[src/design/sar_adc_pkg.sv]
// package for the converter control block: timing counts, pin carrier,
// mode and phase enumerations, the block state record and shared functions.
// assumes a single 20 MHz system clock with synchronous reset.
package sar_adc_pkg;

    localparam int CLK_MHZ     = 20;
    localparam int RES_BITS    = 16;
    // one bit decision: comparator settles and crosses the two-stage sampler
    localparam int BIT_TIME_NS = 150;
    localparam int BIT_CYCLES  = (BIT_TIME_NS * CLK_MHZ + 999) / 1000;
    // acquisition timed by the block itself when self-running
    localparam int ACQ_TIME_NS = 400;
    localparam int ACQ_CYCLES  = (ACQ_TIME_NS * CLK_MHZ + 999) / 1000;
    localparam int CONV_CYCLES = RES_BITS * BIT_CYCLES + 1;
    localparam int SUB_W       = $clog2(BIT_CYCLES + 1);
    localparam int ACQ_W       = $clog2(ACQ_CYCLES + 1);

    localparam logic [SUB_W-1:0] SUB_LAST    = SUB_W'(BIT_CYCLES - 1);
    localparam logic [ACQ_W-1:0] ACQ_LAST    = ACQ_W'(ACQ_CYCLES);
    localparam logic [4:0]       SERIAL_BITS = 5'h10;
    localparam logic [3:0]       MSB_INDEX   = 4'hf;
    localparam int               SERIAL_PIN_BIT  = 15;
    localparam logic [15:0]      SERIAL_PIN_MASK = 16'h8000;
    localparam logic [15:0]      TRIAL_FIRST = 16'h8000;
    localparam logic [15:0]      SIGN_FLIP   = 16'h8000;
    localparam logic [15:0]      WORD_RESET  = 16'h0000;

    typedef struct packed {
        logic cnvN;
        logic pwrDown;
        logic lp;
        logic fast;
        logic ob;
        logic sp;
        logic csN;
        logic rdN;
        logic sclk;
        logic comp;
    } pins_t;

    localparam pins_t PIN_RST = '{cnvN: 1'b1, pwrDown: 1'b0, lp: 1'b0, fast: 1'b0, ob: 1'b1,
                                  sp: 1'b0, csN: 1'b1, rdN: 1'b1, sclk: 1'b0, comp: 1'b0};

    typedef enum logic [1:0] {ST_ACQ, ST_CONV, ST_CODE}             phase_t;
    typedef enum logic [1:0] {MODE_NORMAL, MODE_FAST, MODE_LOWPOWER} mode_t;

    typedef struct packed {
        pins_t            s1;
        pins_t            s2;
        logic             cnvPrev;
        logic             sclkPrev;
        phase_t           phase;
        logic [3:0]       bitIdx;
        logic [SUB_W-1:0] subCnt;
        logic [ACQ_W-1:0] acqCnt;
        logic [15:0]      sar;
        logic [15:0]      result;
        logic             busy;
        logic             armed;
        logic             powerReduced;
        logic [4:0]       shiftCnt;
        logic [15:0]      dataOut;
    } state_t;

    localparam state_t STATE_RST = '{s1: PIN_RST, s2: PIN_RST, cnvPrev: 1'b1, sclkPrev: 1'b0,
                                     phase: ST_ACQ, bitIdx: 4'h0, subCnt: '0, acqCnt: '0,
                                     sar: WORD_RESET, result: WORD_RESET, busy: 1'b0,
                                     armed: 1'b0, powerReduced: 1'b0, shiftCnt: 5'h00,
                                     dataOut: WORD_RESET};

    function automatic mode_t decodeMode(input logic lp, input logic fast);
        if (lp)
            return MODE_LOWPOWER;
        else if (fast)
            return MODE_FAST;
        else
            return MODE_NORMAL;
    endfunction

    // straight binary when ob is high, otherwise midscale maps to zero
    function automatic logic [15:0] codeOf(input logic [15:0] raw, input logic ob);
        return ob ? raw : (raw ^ SIGN_FLIP);
    endfunction

    function automatic logic [15:0] bitMask(input logic [3:0] idx);
        return 16'(16'h0001 << idx);
    endfunction

endpackage

[src/design/sar_adc_conversion_readout.sv]
// converter control and host readout: start and busy sequencing, self-running
// low-power loop, result coding, parallel bus and serial shift-out.
// assumes all pins, the comparator and the serial clock are asynchronous to clk.
`timescale 1ns/10ps

// Function
// - a started conversion always completes; new start or power-down cannot abort it
// - convert-start works whatever chip-select and read are doing
// - low-power mode with start held low times acquisition and relaunches itself
// - fast and normal modes never relaunch; each conversion needs its own start
// - self-running rate may slightly exceed the guaranteed low-power rate
// - low-power mode reduces converter power after every conversion
// - host interface keeps working during acquisition and reduced power
// - chip-select or read high puts every data bus output in high impedance
// - chip-select and read low place the result on the data bus
// - coding input picks straight binary or two's complement
// - serial output shares a data bus pin instead of the parallel function
// - select low presents results on the parallel bus
// - parallel result readable after conversion, during acquisition or next conversion
// - select high delivers results on the serial output pin
// - serial result is 16 bits, msb first, one bit per clock pulse
// - each serial bit holds across both edges of its clock pulse
// - falling convert-start ends acquisition and begins conversion
// - after the last bit decision the code is formed, then busy drops
// - both mode selects low choose the normal mode
// - midscale is 8000 straight binary and full scale 7fff two's complement
module sar_adc_conversion_readout
    import sar_adc_pkg::*;
(
    input  wire logic        clk,
    input  wire logic        srst,
    input  wire logic        convertStartN,
    input  wire logic        powerDownIn,
    input  wire logic        lowPowerModeSelect,
    input  wire logic        fastModeSelect,
    input  wire logic        outputCodingSelect,
    input  wire logic        serialParallelSelect,
    input  wire logic        chipSelectN,
    input  wire logic        readN,
    input  wire logic        serialClock,
    input  wire logic        comparatorHigh,
    output logic             busy,
    output logic [15:0]      dacTrial,
    output logic             converterPowerReduced,
    output logic [15:0]      dataOut,
    output logic [15:0]      dataOe
);

    ////////////////////////////////////////////////////////////////////////////
    // state record

    state_t st;
    state_t next_st;
    pins_t  pinsIn;
    mode_t  mode;
    logic   selected;
    logic   cnvFell;
    logic   sclkFell;
    logic   edgeStart;
    logic   autoStart;
    logic [15:0] decided;

    assign pinsIn = '{cnvN: convertStartN, pwrDown: powerDownIn, lp: lowPowerModeSelect,
                      fast: fastModeSelect, ob: outputCodingSelect,
                      sp: serialParallelSelect, csN: chipSelectN, rdN: readN,
                      sclk: serialClock, comp: comparatorHigh};

    assign mode     = decodeMode(st.s2.lp, st.s2.fast);
    assign selected = !st.s2.csN && !st.s2.rdN;
    assign cnvFell  = st.cnvPrev && !st.s2.cnvN;
    assign sclkFell = st.sclkPrev && !st.s2.sclk;

    ////////////////////////////////////////////////////////////////////////////
    // next state

    always_comb begin
        next_st          = st;
        // first stage feeds only the second stage
        next_st.s1       = pinsIn;
        next_st.s2       = st.s1;
        next_st.cnvPrev  = st.s2.cnvN;
        next_st.sclkPrev = st.s2.sclk;

        // chip-select and read play no part in starting a conversion
        edgeStart = cnvFell;
        // self-launch only after a host edge armed the loop, and only in low power
        autoStart = (mode == MODE_LOWPOWER) && st.armed && !st.s2.cnvN
                    && (st.acqCnt == ACQ_LAST);

        decided = st.s2.comp ? st.sar : (st.sar & ~bitMask(st.bitIdx));
        if (st.bitIdx != 4'h0)
            decided = decided | bitMask(4'(st.bitIdx - 4'h1));

        // serial bit counter: restarts whenever the host deselects
        if (!selected) begin
            next_st.shiftCnt = 5'h00;
        end else if (st.s2.sp && sclkFell && (st.shiftCnt < SERIAL_BITS)) begin
            next_st.shiftCnt = 5'(st.shiftCnt + 5'h01);
        end

        unique case (st.phase)
            ST_ACQ: begin
                if (st.acqCnt != ACQ_LAST)
                    next_st.acqCnt = ACQ_W'(st.acqCnt + 1'b1);
                if (st.s2.cnvN)
                    next_st.armed = 1'b0;
                if (st.s2.pwrDown)
                    next_st.powerReduced = 1'b1;
                else if (mode != MODE_LOWPOWER)
                    next_st.powerReduced = 1'b0;
                // power-down holds off new starts but only while acquiring
                if (!st.s2.pwrDown && (edgeStart || autoStart)) begin
                    next_st.phase        = ST_CONV;
                    next_st.bitIdx       = MSB_INDEX;
                    next_st.subCnt       = '0;
                    next_st.sar          = TRIAL_FIRST;
                    next_st.busy         = 1'b1;
                    next_st.armed        = 1'b1;
                    next_st.powerReduced = 1'b0;
                end
            end
            ST_CONV: begin
                // no input is looked at here except the comparator
                next_st.subCnt = SUB_W'(st.subCnt + 1'b1);
                if (st.subCnt == SUB_LAST) begin
                    next_st.subCnt = '0;
                    next_st.sar    = decided;
                    next_st.bitIdx = 4'(st.bitIdx - 4'h1);
                    if (st.bitIdx == 4'h0)
                        next_st.phase = ST_CODE;
                end
            end
            ST_CODE: begin
                // previous result stays readable until this cycle
                next_st.result       = codeOf(st.sar, st.s2.ob);
                next_st.busy         = 1'b0;
                next_st.phase        = ST_ACQ;
                next_st.acqCnt       = '0;
                next_st.shiftCnt     = 5'h00;
                next_st.powerReduced = (mode == MODE_LOWPOWER);
            end
        endcase

        // output register runs regardless of converter power
        if (st.s2.sp) begin
            next_st.dataOut = WORD_RESET;
            if (st.shiftCnt < SERIAL_BITS)
                next_st.dataOut[SERIAL_PIN_BIT] =
                    st.result[4'(MSB_INDEX - st.shiftCnt[3:0])];
        end else begin
            next_st.dataOut = st.result;
        end
    end

    always_ff @(posedge clk) begin
        if (srst)
            st <= STATE_RST;
        else
            st <= next_st;
    end

    ////////////////////////////////////////////////////////////////////////////
    // outputs

    assign busy                  = st.busy;
    assign dacTrial              = st.sar;
    assign converterPowerReduced = st.powerReduced;
    assign dataOut               = st.dataOut;
    // bus released unless both selects are low; serial uses one shared pin
    assign dataOe = !selected ? WORD_RESET
                              : (st.s2.sp ? SERIAL_PIN_MASK : 16'hffff);

    ////////////////////////////////////////////////////////////////////////////
    // checks

    logic [7:0] busyLen;
    logic       selfRun;

    always_ff @(posedge clk) begin
        if (srst)
            busyLen <= 8'h00;
        else if (st.busy)
            busyLen <= 8'(busyLen + 8'h01);
        else
            busyLen <= 8'h00;
    end

    assign selfRun = (mode == MODE_LOWPOWER) && !st.s2.cnvN && !st.s2.pwrDown;
endmodule // sar_adc_conversion_readout

[config.mk]
export PLATFORM = sky130hd
export DESIGN_NAME = sar_adc_conversion_readout
export DESIGN_NICKNAME = d
export VERILOG_FILES = /design/src/design/sar_adc_pkg.sv /design/src/design/sar_adc_conversion_readout.sv
export SDC_FILE = /design/constraint.sdc
export NUM_CORES = 1
export LEC_CHECK = 0
export BUFFER_PORTS_ARGS = -buffer_cell sky130_fd_sc_hd__clkbuf_2
export CAP_MARGIN = 10
export CORE_MARGIN = 2
export CORE_UTILIZATION = 45
export CTS_BUF_LIST = sky130_fd_sc_hd__clkbuf_2
export DETAILED_ROUTE_END_ITERATION = 10
export MAX_ROUTING_LAYER = met4
export PLACE_DENSITY = 0.68
export SYNTH_ARGS = -nofsm -noshare
export SYNTH_HDL_FRONTEND = slang
export SYNTH_SLANG_ARGS = --single-unit
[constraint.sdc]
create_clock -name clk -period 2.2 [get_ports clk]
set_input_delay 0.11 -clock clk [delete_from_list [all_inputs] [get_ports clk]]
set_output_delay 0.11 -clock clk [all_outputs]
set_load 0.005 [all_outputs]
# --- Yosys cells after proc, flatten, opt, wreduce, memory -nomap -nowiden ---
# Cells that the tools add are included.
# Widths: inputs -> output; s select.
op_classes:
  addsub: 5
  n_lt_le_gt_ge: 2
  eq_ne: 12
  shifts: 2
  muxes: 27
  bitwise: 5
  reduce_logical: 30
op_table:
  columns: ["cell", "n"]
  rows:
  - ["$mux 16", 7]
  - ["$pmux 16 s2", 1]
  - ["$shl 1x4->16 const A", 2]
  - ["$and 16x16->16", 1]
  - ["$mux 8", 2]
  - ["$not 16->16", 1]
  - ["$or 16x16->16", 1]
  - ["$mux 15", 1]
  - ["$pmux 6 s2", 1]
  - ["$ne 2x2->1 const B", 5]
  - ["$reduce_and 2->1", 5]
  - ["$logic_and 1x1->1", 9]
  - ["$ne 4x4->1 const B", 2]
  - ["$pmux 4 s2", 1]
  - ["$eq 2x2->1 const B", 3]
  - ["$mux 1", 6]
  - ["$pmux 2 s3", 1]
  - ["$reduce_and 3->1", 2]
  - ["$reduce_bool 2->1", 3]
  - ["$add 5x1->5 const B", 1]
  - ["$logic_not 1->1", 5]
  - ["$lt 4x5->1 const B", 1]
  - ["$lt 5x5->1 const B", 1]
  - ["$add 4x1->4 const B", 1]
  - ["other kinds (17)", 20]
word_totals:
  regBits: 90
  inputBits: 12
  out_inout_bits: 50
  wordCells: 117

# --- Depth between registers and ports, before layout ---
# Gate-level depths: netlist (run 1).
logic_depth:
  word_depth: 10
  ltp_mapped: 10
  mapped_depth_nobuf: 7

# --- Worst setup path before layout (run 1) ---
# OpenSTA, ideal clock, no wires.
synth_timing:
  kind: "register -> register"
  start: "register st[56] in the netlist's numbering"
  end: "register st, in the netlist dacTrial[10]"
  setup_time_ns: 0.070
  t_arrival_ns: 1.773
  path_slack_ns: 0.357
  path_stages_with_launch: 11
  path_buffers: 3
  period_less_slack_ns: 1.843
  cell_sequence: "dfxtp_1 > inv_1 > ha_1 > and3b_1 > buf_6 > a221oi_4 > or2_1 > buf_6 > buf_12 > o21ai_2 > a21oi_2"
synth_via:
  elab_chain_len: 6
synth_rtl:
  columns: ["element", "line", "source"]
  rows:
  - ["from (decl)", "sar_adc_conversion_readout.sv:52", "state_t st;"]
  - ["from (signal assigned)", "sar_adc_conversion_readout.sv:159", "st <= next_st;"]
  - ["$eq 4x4->1", "sar_adc_conversion_readout.sv:88", "&& (st.acqCnt == ACQ_LAST);"]
  - ["$logic_and 1x1->1", "sar_adc_conversion_readout.sv:88", null]
  - ["$logic_or 1x1->1", "sar_adc_conversion_readout.sv:112", "if (!st.s2.pwrDown && (edgeStart || autoStart)) begin"]
  - ["$logic_and 1x1->1", "sar_adc_conversion_readout.sv:112", null]
  - ["$ne 2x2->1 (no source line)", null, null]
  - ["$reduce_and 3->1 (no source line)", null, null]
# No other way between the ends.
# A chain may end at the register's enable or synchronous reset.

# --- Worst setup path after layout (run 1) ---
layout_timing:
  start: "register st[56] in the netlist's numbering"
  end: "register st[64] in the netlist's numbering"
# Same word-level chain as after synthesis.

==> flow_summary.json, run 1 <==
{
  "postRouteAntennaNets": 0,
  "routed_wl_um": 7280,
  "core_mm2": 0.00872,
  "cp-start-kind": "register",
  "skew_ns": 0.0318,
  "hpwl_um": 5230,
  "grt_overflow": 0,
  "wire_per_inst_um": 13.0,
  "endpoint_kind": "register",
  "dieArea_mm2": 0.00978,
  "critPathMaxFanout": 6,
  "clockBufferDepth": 2,
  "cts_made_buffers": 9,
  "whs_ns": 0.0331,
  "clkTransAtPathRegs_ns": 0.24,
  "syn_to_final_growth_pct": 6.54,
  "syn_nets": 450,
  "grt_pass1_vias": 2571,
  "fmax_mhz": 500,
  "max-vdd-ir-drop_mv": 0.355,
  "worstPathArrival_ns": 2.44,
  "drt-initial-drc-count": 149,
  "worstSkewPairLatency_ns": 0.54,
  "status": "finished, final reports clean",
  "finalCriticalPeriod_ns": 2.00,
  "first_pass_iters": 4,
  "powerDensity_mw_per_mm2": 738,
  "setup_ws_ns": 0.199,
  "grt_max_degree": 44,
  "antenna_found_initial": 0,
  "drv_slew": 0,
  "avgSynthCellArea_um2": 9.49,
  "yosysSeqAreaShare_pct": 43.5,
  "drive_above_1_share_pct": 26.7,
  "cts.sinks": 88,
  "pre_cts_ws_ns": 0.198,
  "maxSlewHeadroom_pct": 51.3,
  "drc": 0,
  "synth_cells": 427,
  "finalWeightedCongestion": 0.840,
  "start_util_pct": 46.5,
  "netlist_area_mm2": 0.00405,
  "die_y_um": 98.9,
  "cts-root-buf": "clkbuf_2",
  "worst-setup-path-type": "reg2reg",
  "rows": 34,
  "synth_cell_types": 45,
  "die_x_um": 98.9,
  "yosysWarningCount": 0,
  "ys_ff_latch": 88,
  "finalCritPeriodShare_pct": 91.0,
  "worst_pin_slew_ns": 0.728,
  "synth_edf_count": 0,
  "vias": 2829,
  "nNetsFinal": 472,
  "synthArstFlopShare_pct": 0,
  "finalSetupViolCount": 0,
  "n_antenna_cell": 0,
  "hold_class": "in2reg",
  "hold_viol": 0,
  "ctsHtreeMaxLevel": 3,
  "cts_tree": "yes",
  "power.leakage_nw": 1.71,
  "maxCapViolations": 0,
  "grt.total_usage_pct": 15.5,
  "synth_ff_type": "dfxtp_1",
  "power.total_mw": 3.19,
  "required_ns": 2.64,
  "portBuffers": 60,
  "vias_per_cell": 5.04,
  "rsz0062_at_grt": "no",
  "fin_setup_tns_ns": 0,
  "io_pins": 62,
  "grt_pass1_wl_um": 11900
}
per-layer routing:
| layer | track usage, % | vias up | part of all wire, % |
|---|---|---|---|
| li1 | - | 1453 | - |
| met1 | 18.7 | 1313 | 46 |
| met2 | 24.6 | 53 | 48 |
| met3 | 4.18 | 10 | 3.9 |
| met4 | 5.90 | 0 | 1.6 |
| met5 | - | - | 0 |
synth_stat cells (all sizes together) (3+ instances only):
cell type / number / share of area [%]
and2: 15 / 2.3
xor2: 3 / 0.65
a31oi: 4 / 0.62
nand3b: 5 / 0.93
buf: 55 / 10
nor2: 40 / 3.7
a21oi: 37 / 5.3
dfxtp: 88 / 43
nor2b: 21 / 3.2
inv: 10 / 0.93
o21ai: 21 / 3.3
a211oi: 4 / 0.74
or2: 11 / 1.7
clkbuf: 14 / 1.3
nor3: 8 / 0.99
nand2b: 3 / 0.46
mux2i: 23 / 5.7
nand4: 5 / 0.77
mux4: 4 / 2.2
nand2: 9 / 0.83
xnor2: 3 / 0.65
ha: 11 / 3.4
nand3: 11 / 1.4
through the flow:
step	util [%]	cells	area (um2)
finish	49.5	561	4320
floorplan	-	427	4050
CTS	49.3	559	4300
global placement	46.8	535	4080
detailed placement	46.8	535	4080
global route	49.5	561	4320
layout make-up:
type	instances	area [um2]
clock buffer	10	50.0
clock inverter	5	81.3
fill	831	4400
inverter	11	41.3
multi-input combinational	259	1780
sequential	88	1760
tap	108	135
timing repair buffer	80	473
placed cells by master (no fill, tap or decap), types with 5 or more instances in the layout:
cell and count:
a21oi_1 29, a21oi_2 8, and2_1 15, buf_4 11, clkbuf_2 70, dfxtp_1 88, dlygate4sd3_1 9, ha_1 10
inv_1 10, mux2i_1 23, nand2_1 9, nand3_1 11, nand3b_1 5, nand4_1 5, nor2_1 40, nor2b_1 21
nor3_1 8, o21ai_0 13, o21ai_2 8, or2_2 10
worst max-delay path, stage by stage (launching register included):
cell and delay [ns]:
dfxtp_1 0.38, inv_1 0.09, ha_1 0.14, and3b_1 0.30, a221oi_4 0.12, buf_4 0.16, nor2_1 0.30, a21oi_1 0.13
a311oi_1 0.28
where the power goes:
group / switching, mW / internal, mW / total (mW)
clock: 0.530 / 0.377 / 0.907
combinational: 0.333 / 0.224 / 0.557
sequential: 0.0688 / 1.65 / 1.72
timing repair:
action | 4_1_cts | 5_1_grt
setup endpoints to repair | 0 | 9
hold endpoints to repair | 9 | 0
hold buffers | 9 | 0
resized for setup | 0 | 1
buffers inserted | 0 | 2
cell families after synthesis:
family,Yosys count,synth area share (%)
multiplexers,27,7.90
AO/OA/AOI/OAI,81,13.3
flip-flops,88,43.5
adder cells (fa/ha/maj),11,3.40
XOR/XNOR,6,1.30
buffers and inverters,80,12.8
AND/OR/NAND/NOR,134,17.9
flip-flops by register name, indices dropped and copies added, names as in the netlist:
name and cells:
st 43, busy 1, dataOut 16, dacTrial 16, next_st 11, converterPowerReduced 1
worst paths after layout:
path | to | slack [ns] | depth (start not counted) | from
worst max-delay path | st[64] | 0.20 | 8 | st[56]
worst min-delay path | dataOut[2] | 0.03 | 3 | srst
worst max register to register | st[64] | 0.20 | 8 | st[56]
worst min register to register | next_st[69] | 0.44 | 1 | next_st[79]
Note: power is estimated with default switching activity, not from simulation.
==> run 2, diff against run 1 <==
- ABC_AREA: default -> 1
- PLACE_DENSITY: 0.68 -> 0.67
==> run 2 against run 1 <==
Via count up 22%; worst hold slack better by 0.22 ns; critical path depth up 3; critical path type unchanged; largest cell class is now flip-flops and latches.
==> flow_summary.json, run 2 <==
{
  "min_from": "outputCodingSelect",
  "synthArstFlopShare_pct": 0,
  "ys_ff_latch": 88,
  "synth_top_area_cell": "dfxtp_1",
  "rsz0062_at_grt": "no",
  "yosysSeqAreaShare_pct": 42.0,
  "critPathMaxFanout": 29,
  "synth_edf_count": 0,
  "worstSkewPairLatency_ns": 0.56,
  "clkTransAtPathRegs_ns": 0.24,
  "grt_overflow": 0,
  "synth_cells": 584,
  "fin_setup_tns_ns": 0,
  "dieArea_mm2": 0.0101,
  "fin_area_mm2": 0.00449,
  "synth_ff_type": "dfxtp_1",
  "power.total_mw": 3.44,
  "powerDensity_mw_per_mm2": 766,
  "maxSlewHeadroom_pct": 71.0,
  "portBuffers": 60,
  "max_flop_register": "st",
  "cp-start-kind": "register",
  "synth.most_common_cell": "nand2_1",
  "grt.total_usage_pct": 18.0,
  "required_ns": 2.68,
  "start_util_pct": 45.8,
  "layout_common_cells": "111 x nand2_1, 88 x dfxtp_1, 82 x nor2_1",
  "drc": 0,
  "cts.sinks": 88,
  "io_pins": 62,
  "cts_setup_buffers": 0,
  "skew_ns": 0.0312,
  "mostFrequentLayoutCell": "nand2_1",
  "routed_wl_um": 8390,
  "finalWeightedCongestion": 0.922,
  "grt_pass1_wl_um": 14200,
  "vias": 3463,
  "worstPathArrival_ns": 2.22,
  "ctsHtreeMaxLevel": 3,
  "post-place-cells": 692,
  "finalCritPeriodShare_pct": 79.1,
  "largest_reg_flops": 43,
  "finalCriticalPeriod_ns": 1.74,
  "hold_viol": 0,
  "nNetsFinal": 630,
  "grt_max_degree": 39,
  "whs_ns": 0.258,
  "cts_made_buffers": 9,
  "synth_top_area_share_pct": 42.0,
  "clockBufferDepth": 2,
  "power.leakage_nw": 2.10,
  "n_antenna_cell": 0,
  "drt-initial-drc-count": 190,
  "drive_above_1_share_pct": 16.2,
  "synth_cell_types": 29,
  "hold_class": "in2reg",
  "first_pass_iters": 5,
  "vias_per_cell": 4.79,
  "syn_nets": 607,
  "startpoint": "st[56]",
  "core_mm2": 0.00915,
  "grt_pass1_vias": 3236,
  "finalSetupViolCount": 0,
  "avgSynthCellArea_um2": 7.18,
  "instances_no_fill": 723,
  "hpwl_um": 5970,
  "antenna_found_initial": 0,
  "endpoint_kind": "register",
  "cts_tree": "yes",
  "fmax_mhz": 575,
  "yosysWarningCount": 0,
  "yosys-top-cells-count": "111 x nand2_1, 88 x dfxtp_1, 82 x nor2_1",
  "worstReg2RegStart": "st[56]",
  "die_y_um": 101,
  "maxCapViolations": 0,
  "wire_per_inst_um": 11.6,
  "max-vdd-ir-drop_mv": 0.388,
  "synth_area_leaders": "dfxtp_1 42%, nand2_1 9.9%, buf_4 8.8%",
  "worst_pin_slew_ns": 0.435,
  "worst-setup-path-type": "reg2reg",
  "status": "finished, final reports clean",
  "drv_slew": 0,
  "netlist_area_mm2": 0.00420,
  "placed_area_mm2": 0.00421,
  "syn_to_final_growth_pct": 7.07,
  "fillers": 927,
  "rows": 35,
  "postRouteAntennaNets": 0,
  "die_x_um": 101,
  "cts-root-buf": "clkbuf_2"
}
==> run 2: cell count changes after synthesis, sizes merged, moves of 5 or more <==
cell,previous run,this run
nand2,9,116
inv,10,73
nor2,40,83
nand3,11,39
mux2i,23,0
nor2b,21,0
and2,15,0
o21ai,21,35
nand3b,5,0
==> run 2: layout make-up <==
cell class | instances | area, um2 | share of cell area [%]
flip-flops and latches | 88 | 1760 | 39.2
multi-input cells | 354 | 1700 | 37.8
repair buffers | 81 | 495 | 11.0
inverters | 73 | 274 | 6.10
well taps | 111 | 139 | 3.09
clock inverters | 7 | 77.6 | 1.73
clock buffers | 9 | 45.0 | 1.00
==> run 2: metrics by stage <==
step / util (%) / setup WS [ns]
6_report: 49.1 / 0.461
3_3_place_gp: 46.0 / 0.375
3_5_place_dp: 46.0 / 0.340
5_1_grt: 49.1 / 0.198
4_1_cts: 49.0 / 0.303
2_1_floorplan: - / 0.646
==> run 2: timing repair <==
action	in CTS	in global routing
hold buffers	15	0
endpoints found under the hold margin	14	0
setup endpoints to repair	0	1
gates resized for setup	0	1
==> run 2: kinds of logic (layout without fill, tap and decap cells) <==
group	Yosys count	in the layout	synth area share, %
and+or+nand+nor	256	256	25.6
buffers and inverters	142	170	17.6
DFF	88	88	42.0
AOI/OAI and AO/OA	83	83	10.6
adders and majority gates	11	11	3.28
xor gates and xnor gates	4	4	0.835
==> run 2: worst max-delay path, cell delays in order (launching register included) <==
cell and delay, ns:
dfxtp_1 0.39, inv_1 0.08, ha_1 0.19, nand2_1 0.09, nor2_1 0.05, nand2_1 0.05, nand2_1 0.06, nand2_2 0.11
nand2_4 0.14, nand2_4 0.28, nand2_1 0.08, a21oi_1 0.15
==> run 2: worst paths after layout <==
kind         cells after the start  slack, ns            to
min reg2reg                      2       0.41        st[77]
max                             11       0.46  dacTrial[12]
min                              3       0.26   next_st[75]
max reg2reg                     11       0.46  dacTrial[12]
==> run 2: power breakdown <==
part | internal [mW] | switching [mW] | total, mW | leakage, nW
Combinational | 0.276 | 0.512 | 0.788 | 1.31
Clock | 0.278 | 0.585 | 0.863 | 0.0786
Sequential | 1.70 | 0.0887 | 1.79 | 0.717
Total | 2.25 | 1.19 | 3.44 | 2.10
==> run 2: layer usage <==
| layer | track usage [%] | up-vias | share of wire [%] |
|---|---|---|---|
| li1 | - | 1825 | - |
| met1 | 22.1 | 1551 | 47 |
| met2 | 29.6 | 81 | 47 |
| met3 | 4.85 | 6 | 4.9 |
| met4 | 4.64 | 0 | 1.1 |
| met5 | - | - | 0 |
